[config.mk]
export PLATFORM = sky130hd
export DESIGN_NAME = eep_nvm_ctrl
export DESIGN_NICKNAME = d
export VERILOG_FILES = /design/src/inc/eep_pkg.sv /design/src/core/eep_nvm_array.sv /design/src/core/eep_nvm_ctrl.sv
export VERILOG_INCLUDE_DIRS = /design/src /design/src/inc
export SDC_FILE = /design/constraint.sdc
export NUM_CORES = 1
export LEC_CHECK = 0
export BUFFER_PORTS_ARGS = -buffer_cell sky130_fd_sc_hd__buf_2
export CAP_MARGIN = 40
export CORE_MARGIN = 8
export CORE_UTILIZATION = 25
export CTS_BUF_LIST = sky130_fd_sc_hd__clkbuf_4 sky130_fd_sc_hd__clkbuf_8
export CTS_CLUSTER_DIAMETER = 60
export CTS_CLUSTER_SIZE = 12
export DETAILED_ROUTE_END_ITERATION = 6
export GPL_TIMING_DRIVEN = 0
export PLACE_DENSITY = 0.38
export RECOVER_POWER = 25
export SKIP_CTS_REPAIR_TIMING = 1
export SLEW_MARGIN = 20
export SYNTH_ARGS = -nofsm -noshare
export SYNTH_HDL_FRONTEND = slang
export SYNTH_SLANG_ARGS = --single-unit
[constraint.sdc]
create_clock -name clock -period 4 [get_ports clock]
set_clock_uncertainty 0.2 [all_clocks]
set_input_delay 0.2 -clock clock [delete_from_list [all_inputs] [get_ports clock]]
set_output_delay 0.2 -clock clock [all_outputs]
set_load 0.01 [all_outputs]
[src/inc/eep_defines.svh]
// Purpose: Shared constants of the EEPROM program and recall controller.
// Assumes: Byte-wide register port, eight banks of sixteen data bits.
// Notes: Offsets are register addresses seen by the I2C host.
`ifndef EEP_DEFINES_SVH
`define EEP_DEFINES_SVH

`define EEP_NUM_BANKS 8
`define EEP_BANK_DATA_BITS 16
`define EEP_CODE_BITS 22
`define EEP_PARITY_BITS 5

`define EEP_ADDR_NVM_FAULT 8'h5E
`define EEP_ADDR_PROG_VOLT 8'h85
`define EEP_ADDR_CONTROL 8'hFF
`define EEP_ADDR_CUST_BASE 8'h00
`define EEP_CUST_BYTES 16

`define EEP_BIT_NVM_FAULT 4
`define EEP_BIT_PROG_VOLT 0

`define EEP_CMD_RECALL 8'h01
`define EEP_CMD_PROGRAM 8'h02

`define EEP_CUST_RESET 8'h00
`define EEP_CLOCK_MHZ 50
`define EEP_PROG_TIME_US 5000

`endif

[src/inc/eep_pkg.sv]
// Purpose: Types of the EEPROM program and recall controller.
// Assumes: Constants live in eep_defines.svh.
// Notes: The decoder result carries data and both error indications.
`include "eep_defines.svh"

package eep_pkg;

   typedef enum logic [2:0] {
      EEP_OFF,
      EEP_RECALL,
      EEP_RAMP,
      EEP_READY,
      EEP_PROGRAM,
      EEP_WRITE,
      EEP_FAULT
   } eep_state_t;

   typedef logic [`EEP_CODE_BITS-1:0] eep_code_t;
   typedef logic [`EEP_BANK_DATA_BITS-1:0] eep_data_t;

   typedef struct packed {
      eep_data_t data;
      logic single;
      logic double;
   } eep_dec_t;

endpackage

[src/core/eep_nvm_array.sv]
// Purpose: Nonvolatile bank store with a registered read port.
// Assumes: One write and one read port on the controller clock.
// Notes: Contents are not touched by reset; they start as erased zeros.
`timescale 1ns/1ps
`default_nettype none

module eep_nvm_array #(
   parameter int WIDTH = 22,
   parameter int DEPTH = 8
) (
   // Clock.
   input wire logic clock,
   // Write port.
   input wire logic wrEn,
   input wire logic [$clog2(DEPTH)-1:0] wrAddr,
   input wire logic [WIDTH-1:0] wrData,
   // Read port.
   input wire logic rdEn,
   input wire logic [$clog2(DEPTH)-1:0] rdAddr,
   output logic [WIDTH-1:0] rdData
);

   logic [WIDTH-1:0] mem [DEPTH];

   // An all-zero word is a valid code word, so an erased part recalls clean.
   initial begin
      for (int i = 0; i < DEPTH; i++) begin
         mem[i] = '0;
      end
   end

   always_ff @(posedge clock) begin
      if (wrEn) begin
         mem[wrAddr] <= wrData;
      end
   end

   always_ff @(posedge clock) begin
      if (rdEn) begin
         rdData <= mem[rdAddr];
      end
   end

endmodule

`default_nettype wire

[src/core/eep_nvm_ctrl.sv]
// Purpose: EEPROM program, recall and ECC control behind the register port.
// Assumes: I2C slave on the same clock presents byte register accesses.
// Notes: Pins chip_enable, supply good and rail good are synchronised here.
//
// Function
// Eight banks, every program writes all.
// Power-up recall, then rail, then idle access.
// Program accepted in idle, active, sleep.
// Writing 0x02 to 0xFF starts programming.
// Host stays silent for program time.
// Low program supply fails write, sets flags.
// Successful write reloads registers from store.
// Busy during register load answers NACK.
// Recall at power-on and chip_enable toggle.
// Writing 0x01 to 0xFF starts software recall.
// Per-bank ECC, generated and stored in bank.
// Single error sets corrected and fault flag.
// Double error sets flags, enters fault shutdown.
// Fault flag 0x5E bit 4, write one clears.
// Program voltage flag 0x85 bit 0 only.
`timescale 1ns/1ps
`default_nettype none
`include "eep_defines.svh"

module eep_nvm_ctrl #(
   parameter int NUM_BANKS = `EEP_NUM_BANKS,
   parameter int PROG_TIME_US = `EEP_PROG_TIME_US
) (
   // Clock and reset.
   input wire logic clock,
   input wire logic srst,
   // Pins.
   input wire logic chipEnable,
   input wire logic programSupplyOk,
   input wire logic ioRailGood,
   input wire logic regulatorOutputEnable,
   // Register port from the I2C slave.
   input wire logic regWrEn,
   input wire logic regRdEn,
   input wire logic [7:0] regAddr,
   input wire logic [7:0] regWrData,
   output logic [7:0] regRdData,
   output logic regAck,
   output logic regNack,
   // Test hook: bits flipped in every word as it is programmed.
   input wire logic [`EEP_CODE_BITS-1:0] eccFlipMask,
   // Status and power control.
   output logic ioRailEnable,
   output logic idlePowered,
   output logic faultShutdown,
   output logic regulatorOn,
   output eep_pkg::eep_state_t stateOut,
   output logic [NUM_BANKS-1:0] bankCorrected,
   output logic [NUM_BANKS-1:0] bankUncorrectable
);
   import eep_pkg::*;

   localparam int PROG_CYCLES = PROG_TIME_US * `EEP_CLOCK_MHZ;
   localparam int BW = $clog2(`EEP_NUM_BANKS);

   if (NUM_BANKS != `EEP_NUM_BANKS) begin : g_chk_banks
      $error("eep_nvm_ctrl: the store has exactly eight banks");
   end
   if (PROG_CYCLES < 1) begin : g_chk_time
      $error("eep_nvm_ctrl: program time must be at least one cycle");
   end

   function automatic eep_code_t eccEncode(input eep_data_t d);
      eep_code_t c;
      logic [`EEP_PARITY_BITS-1:0] par;
      int k;
      c = '0;
      par = '0;
      k = 0;
      for (int i = 1; i < `EEP_CODE_BITS; i++) begin
         if ((i & (i - 1)) != 0) begin
            c[i] = d[k];
            k++;
            for (int j = 0; j < `EEP_PARITY_BITS; j++) begin
               if (((i >> j) & 1) != 0) begin
                  par[j] = par[j] ^ d[k-1];
               end
            end
         end
      end
      for (int j = 0; j < `EEP_PARITY_BITS; j++) begin
         c[1 << j] = par[j];
      end
      c[0] = ^c[`EEP_CODE_BITS-1:1];
      return c;
   endfunction

   function automatic eep_dec_t eccDecode(input eep_code_t cw);
      eep_dec_t r;
      eep_code_t c;
      logic [`EEP_PARITY_BITS-1:0] syn;
      logic ovr;
      int k;
      c = cw;
      syn = '0;
      ovr = ^cw;
      k = 0;
      r = '0;
      for (int i = 1; i < `EEP_CODE_BITS; i++) begin
         if (cw[i]) begin
            syn = syn ^ `EEP_PARITY_BITS'(i);
         end
      end
      if (ovr && (int'(syn) < `EEP_CODE_BITS)) begin
         c[syn] = ~c[syn];
         r.single = 1'b1;
      end else if (ovr || (syn != '0)) begin
         r.double = 1'b1;
      end
      for (int i = 1; i < `EEP_CODE_BITS; i++) begin
         if ((i & (i - 1)) != 0) begin
            r.data[k] = c[i];
            k++;
         end
      end
      return r;
   endfunction

   // Two-flop synchronisers for the pins.
   logic [1:0] ceMeta_q, supMeta_q, railMeta_q, regEnMeta_q;
   logic ceSync_q, supSync_q, railSync_q, regEnSync_q;
   always_ff @(posedge clock) begin
      ceMeta_q <= {ceMeta_q[0], chipEnable};
      supMeta_q <= {supMeta_q[0], programSupplyOk};
      railMeta_q <= {railMeta_q[0], ioRailGood};
      regEnMeta_q <= {regEnMeta_q[0], regulatorOutputEnable};
   end
   assign ceSync_q = ceMeta_q[1];
   assign supSync_q = supMeta_q[1];
   assign railSync_q = railMeta_q[1];
   assign regEnSync_q = regEnMeta_q[1];

   eep_state_t state_q;
   logic [BW-1:0] bank_q;
   logic rdPhase_q, fromPower_q, dblSeen_q;
   logic [$clog2(PROG_CYCLES+1)-1:0] progCnt_q;
   logic [7:0] cust_q [`EEP_CUST_BYTES];
   logic nvmFault_q, progVolt_q;

   // Register port decode.
   logic access, accept, custHit, ctlWr, clrWr;
   logic [3:0] custIdx;
   assign access = regWrEn | regRdEn;
   assign accept = access && (state_q == EEP_READY);
   assign custHit = (regAddr >= `EEP_ADDR_CUST_BASE) &&
      (regAddr < (`EEP_ADDR_CUST_BASE + 8'(`EEP_CUST_BYTES)));
   assign custIdx = 4'(regAddr - `EEP_ADDR_CUST_BASE);
   assign ctlWr = accept && regWrEn && (regAddr == `EEP_ADDR_CONTROL);
   assign clrWr = accept && regWrEn && (regAddr == `EEP_ADDR_NVM_FAULT) &&
      regWrData[`EEP_BIT_NVM_FAULT];

   // Recall consumes a bank on the cycle after its read is issued.
   logic consume, lastBank, supplyFail;
   eep_dec_t dec;
   eep_code_t rdWord;
   assign consume = (state_q == EEP_RECALL) && rdPhase_q;
   assign lastBank = (bank_q == BW'(NUM_BANKS - 1));
   assign dec = eccDecode(rdWord);
   assign supplyFail = (state_q == EEP_PROGRAM) && !supSync_q;

   eep_nvm_array #(
      .WIDTH(`EEP_CODE_BITS),
      .DEPTH(`EEP_NUM_BANKS)
   ) u_array (
      .clock(clock),
      .wrEn(state_q == EEP_WRITE),
      .wrAddr(bank_q),
      .wrData(eccEncode({cust_q[{bank_q, 1'b1}], cust_q[{bank_q, 1'b0}]})
         ^ eccFlipMask),
      .rdEn((state_q == EEP_RECALL) && !rdPhase_q),
      .rdAddr(bank_q),
      .rdData(rdWord)
   );

   // Sequencer.
   always_ff @(posedge clock) begin
      if (srst) begin
         state_q <= EEP_OFF;
         bank_q <= '0;
         rdPhase_q <= 1'b0;
         fromPower_q <= 1'b1;
         dblSeen_q <= 1'b0;
         progCnt_q <= '0;
      end else if (!ceSync_q) begin
         state_q <= EEP_OFF;
         fromPower_q <= 1'b1;
      end else begin
         unique case (state_q)
            EEP_OFF: begin
               state_q <= EEP_RECALL;
               bank_q <= '0;
               rdPhase_q <= 1'b0;
               dblSeen_q <= 1'b0;
            end
            EEP_RECALL: begin
               rdPhase_q <= ~rdPhase_q;
               if (consume) begin
                  if (dec.double) begin
                     dblSeen_q <= 1'b1;
                  end
                  bank_q <= bank_q + 1'b1;
                  if (lastBank) begin
                     if (dblSeen_q || dec.double) begin
                        state_q <= EEP_FAULT;
                     end else if (fromPower_q) begin
                        state_q <= EEP_RAMP;
                     end else begin
                        state_q <= EEP_READY;
                     end
                  end
               end
            end
            EEP_RAMP: begin
               if (railSync_q) begin
                  state_q <= EEP_READY;
                  fromPower_q <= 1'b0;
               end
            end
            EEP_READY: begin
               // Active and sleep are modes of this same powered state.
               if (ctlWr && (regWrData == `EEP_CMD_PROGRAM)) begin
                  state_q <= EEP_PROGRAM;
                  progCnt_q <= '0;
               end else if (ctlWr && (regWrData == `EEP_CMD_RECALL)) begin
                  state_q <= EEP_RECALL;
                  bank_q <= '0;
                  rdPhase_q <= 1'b0;
                  dblSeen_q <= 1'b0;
               end
            end
            EEP_PROGRAM: begin
               // The host stays off the bus meanwhile; we NACK it anyway.
               if (supplyFail) begin
                  state_q <= EEP_READY;
               end else if (int'(progCnt_q) == PROG_CYCLES - 1) begin
                  state_q <= EEP_WRITE;
                  bank_q <= '0;
               end else begin
                  progCnt_q <= progCnt_q + 1'b1;
               end
            end
            EEP_WRITE: begin
               bank_q <= bank_q + 1'b1;
               if (lastBank) begin
                  state_q <= EEP_RECALL;
                  rdPhase_q <= 1'b0;
                  dblSeen_q <= 1'b0;
               end
            end
            EEP_FAULT: begin
               // Only a chip_enable toggle or power cycle leaves shutdown.
               state_q <= EEP_FAULT;
            end
         endcase
      end
   end

   // Customer registers: host writes, and recall loads from the banks.
   always_ff @(posedge clock) begin
      if (srst) begin
         for (int i = 0; i < `EEP_CUST_BYTES; i++) begin
            cust_q[i] <= `EEP_CUST_RESET;
         end
      end else if (consume) begin
         cust_q[{bank_q, 1'b0}] <= dec.data[7:0];
         cust_q[{bank_q, 1'b1}] <= dec.data[15:8];
      end else if (accept && regWrEn && custHit) begin
         cust_q[custIdx] <= regWrData;
      end
   end

   // Fault flags: a new event wins over a clear in the same cycle.
   always_ff @(posedge clock) begin
      if (srst) begin
         nvmFault_q <= 1'b0;
         progVolt_q <= 1'b0;
         bankCorrected <= '0;
         bankUncorrectable <= '0;
      end else begin
         nvmFault_q <= (nvmFault_q & ~clrWr) | supplyFail |
            (consume & (dec.single | dec.double));
         progVolt_q <= (progVolt_q & ~clrWr) | supplyFail;
         for (int b = 0; b < NUM_BANKS; b++) begin
            bankCorrected[b] <= (bankCorrected[b] & ~clrWr) |
               (consume && dec.single && (int'(bank_q) == b));
            bankUncorrectable[b] <= (bankUncorrectable[b] & ~clrWr) |
               (consume && dec.double && (int'(bank_q) == b));
         end
      end
   end

   // Register port answers, one cycle after the request.
   always_ff @(posedge clock) begin
      if (srst) begin
         regAck <= 1'b0;
         regNack <= 1'b0;
         regRdData <= 8'h00;
      end else begin
         regAck <= accept;
         regNack <= access && !accept;
         if (accept && regRdEn) begin
            if (custHit) begin
               regRdData <= cust_q[custIdx];
            end else if (regAddr == `EEP_ADDR_NVM_FAULT) begin
               regRdData <= 8'(nvmFault_q) << `EEP_BIT_NVM_FAULT;
            end else if (regAddr == `EEP_ADDR_PROG_VOLT) begin
               regRdData <= 8'(progVolt_q) << `EEP_BIT_PROG_VOLT;
            end else begin
               regRdData <= 8'h00;
            end
         end
      end
   end

   // Power and status outputs.
   always_ff @(posedge clock) begin
      if (srst) begin
         ioRailEnable <= 1'b0;
         idlePowered <= 1'b0;
         faultShutdown <= 1'b0;
         regulatorOn <= 1'b0;
         stateOut <= EEP_OFF;
      end else begin
         // The rail comes up only after a clean power-up load and stays up until fault shutdown or chip_enable low.
         ioRailEnable <= ceSync_q && (state_q != EEP_OFF) &&
            (state_q != EEP_FAULT) &&
            !((state_q == EEP_RECALL) && fromPower_q);
         idlePowered <= (state_q == EEP_READY);
         faultShutdown <= (state_q == EEP_FAULT);
         regulatorOn <= regEnSync_q && (state_q == EEP_READY);
         stateOut <= state_q;
      end
   end

endmodule

`default_nettype wire

==> impl_metrics.yaml <==
setup_path:
  endpoint_kind: "register"
  crit_top_cell: "clkbuf_4"
  cp-start-kind: "register"
  worstPathRequired_ns: 4.20
  path_cells: "clkbuf_4 -> clkbuf_4 -> clkbuf_4 -> mux2i_2 -> xnor2_2 -> xor2_2 -> xnor3_1 -> xnor2_2"
  crit_arrival_ns: 4.10
  crit_fanout: 10
  reg2reg_depth: 8
  r2r_end: "u_array.mem[5][0]$_DFFE_PP_"
  slowest_stage: "mux2i_2"
  max_stage_delay_ns: 0.59
  critical_path_class: "reg -> reg"
  ff2ff_setup_slack_ns: 0.10
route:
  route.detailed.drc: 0
  num_vias: 13785
  wl_per_cell_um: 27.77
  firstDrtPassIters: 7
  wirelength_mm: 75.04
  drtIter0Drc: 1426
  drtAntennaViolNets: 0
  viasPerCell: 5.102
synthesis:
  postSynthCellCount: 1462
  synth_top_area_share_pct: 51.79
  synthTopCellsByArea: "edfxtp_1 52%, mux4_2 9.2%, dfxtp_1 7.7%, xnor2_1 4.3%, o21ai_0 3.9%"
  synth_cell_type_count: 58
  syn_area_um2: 18900
  yosysWarnings: 0
  avgSynthCellArea_um2: 12.93
  synthTopCellsByCount: "326 x edfxtp_1, 182 x nand2_1, 149 x o21ai_0"
  ys.flop_type: "edfxtp_1"
  synth_area_leader_cell: "edfxtp_1"
  async_flop_share_pct: 0
  synth-seq-cells: 399
  syn-num-nets: 1515
  ys_seq_area_share_pct: 59.52
  post-synth-top-count-cell: "edfxtp_1"
  synth-edff-count: 326
power:
  power_density_nw_per_um2: 400.7
  p_leak_nw: 7.139
  power_mw: 9.048
  vdd_drop_max_mv: 0.2193
sta:
  tightest_slew_ns: 1.533
  hold-worst-slack_ns: -0.01226
  rsz0062_at_grt: "false"
  drv_slew: 23
  post-route-period-util_pct: 97.46
  period_needed_ns: 3.898
  hold_violations: 7
  max_slew_margin_pct: -2.221
  finalSetupViolCount: 0
  fin_ws_ns: 0.1016
  max_freq_mhz: 256.5
clocking:
  cts_sinks: 399
  cts_tree: "yes"
  h-tree-depth: 2
  clk_pin_slew_worst_paths_ns: 0.08
  numCtsBuffers: 45
  clock-root-buffer: "clkbuf_8"
  cts.path.max_buffers: 3
  clock_latency_ns: 0.67
grt:
  overflow: 0
  grt_max_degree: 23
  antenna_found_initial: 1
  grt_pass1_wl_mm: 105.5
  track_usage_pct: 17.15
  grt_pass1_vias: 13680
hold_path:
  hp-class: "in -> reg"
  min_from: "srst"
  holdPathStages: 4
  min_to: "nvmFault_q$_SDFF_PP0_"
place:
  place_ws_ns: -0.5232
  hpwl_mm: 55.58
  port_buffers: 66
  gp_congestion: 0.8497
die:
  die_w_um: 291.0
  num_rows: 101
  coreArea_um2: 75440
  dieArea_um2: 84660
  io_pins: 79
  die_y_um: 291.0
  start_util_pct: 25.05
final_layout:
  drive_gt1_share_pct: 17.46
  final_util_pct: 29.93
  area_delta_synth_final_pct: 19.45
  diodes: 0
  nets: 1757
run_status:
  failed_checks: "hold timing, capacitance limit, slew limit"
  status: "complete, but fails checks"
run:
  cap_violations: 1
## worst max-delay path: cells and delay by family (launching register included)
kind	cells	cell delay [ns]
DFF	1	0.42
buffers and inverters	3	1.08
muxes	1	0.59
xor gates and xnor gates	4	1.32
## cell families after synthesis
family | Yosys count | share of synthesized area, %
DFF | 399 | 59.52
and+or+nand+nor | 396 | 9.711
AOI/OAI and AO/OA | 310 | 10.21
xor gates and xnor gates | 142 | 7.030
muxes | 110 | 10.92
buffers and inverters | 98 | 2.145
adders and majority gates | 7 | 0.4633
## worst max-delay path by stage
stage	from	to	slack, ns	depth (start not counted)
global placement	state_q[1]$_SDFFE_PP0P_	u_array.mem[6][19]$_DFFE_PP_	-3.30	4
floorplan	bank_q[1]$_SDFFE_PP0P_	u_array.mem[2][0]$_DFFE_PP_	0.23	3
finish	register	u_array.mem[5][0]$_DFFE_PP_	0.10	8
global route	register	u_array.mem[6][0]$_DFFE_PP_	0.05	10
detailed placement	register	u_array.mem[2][0]$_DFFE_PP_	-0.52	8
CTS	register	u_array.mem[5][0]$_DFFE_PP_	-0.58	8
## layout by cell type, fill, tap and decap left out, types with 32 or more instances in the layout
master,n
clkbuf_1,125
nand2_1,182
a22oi_1,94
dlygate4sd3_1,38
buf_2,49
dfxtp_1,73
xor2_1,43
nand4_1,32
mux4_2,77
o21ai_0,149
xnor2_1,84
clkbuf_8,45
edfxtp_1,326
nor2_1,64
## power breakdown
| group | switching, mW | leakage, nW | internal [mW] | total, mW |
|---|---|---|---|---|
| combinational | 0.914 | 3.02 | 0.496 | 1.41 |
| clock | 1.61 | 0.419 | 1.28 | 2.89 |
| sequential | 0.0624 | 3.70 | 4.69 | 4.75 |
## routing by layer
layer | wire, um | vias up | GRT usage, %
met1 | 33410 | 7114 | 23.66
li1 | - | 6048 | -
met2 | 34960 | 519 | 27.91
met5 | 0 | - | 0
met4 | 2010 | 0 | 4.640
met3 | 4649 | 104 | 2.628
## flip-flops by register name (all words and copies together) (netlist names), 3 cells and up, named ones only
register,flops
bankCorrected,8
bank_q,3
stateOut,3
regRdData,8
cust_q,128
progCnt_q,18
u_array.mem,176
bankUncorrectable,8
u_array.rdData,22
state_q,3
## cell type report
class / instances / area, um2
Inverter: 9 / 33.78
Tap cell: 978 / 1224
Buffer: 89 / 395.4
Clock buffer: 48 / 641.9
Timing Repair Buffer: 195 / 1380
Fill cell: 7694 / 52870
Sequential cell: 399 / 11250
Multi-Input combinational cell: 965 / 7463
Clock inverter: 19 / 188.9
## through the flow
step	instance area, um2	TNS, ns	std cells
2_1_floorplan	18900	0	1462
3_5_place_dp	21300	-10.47	2590
4_1_cts	22130	-12.55	2657
5_1_grt	22580	0	2702
3_3_place_gp	20460	-580.58	2506
6_report	22580	0	2702
Note: power is estimated with default switching activity, not from simulation.
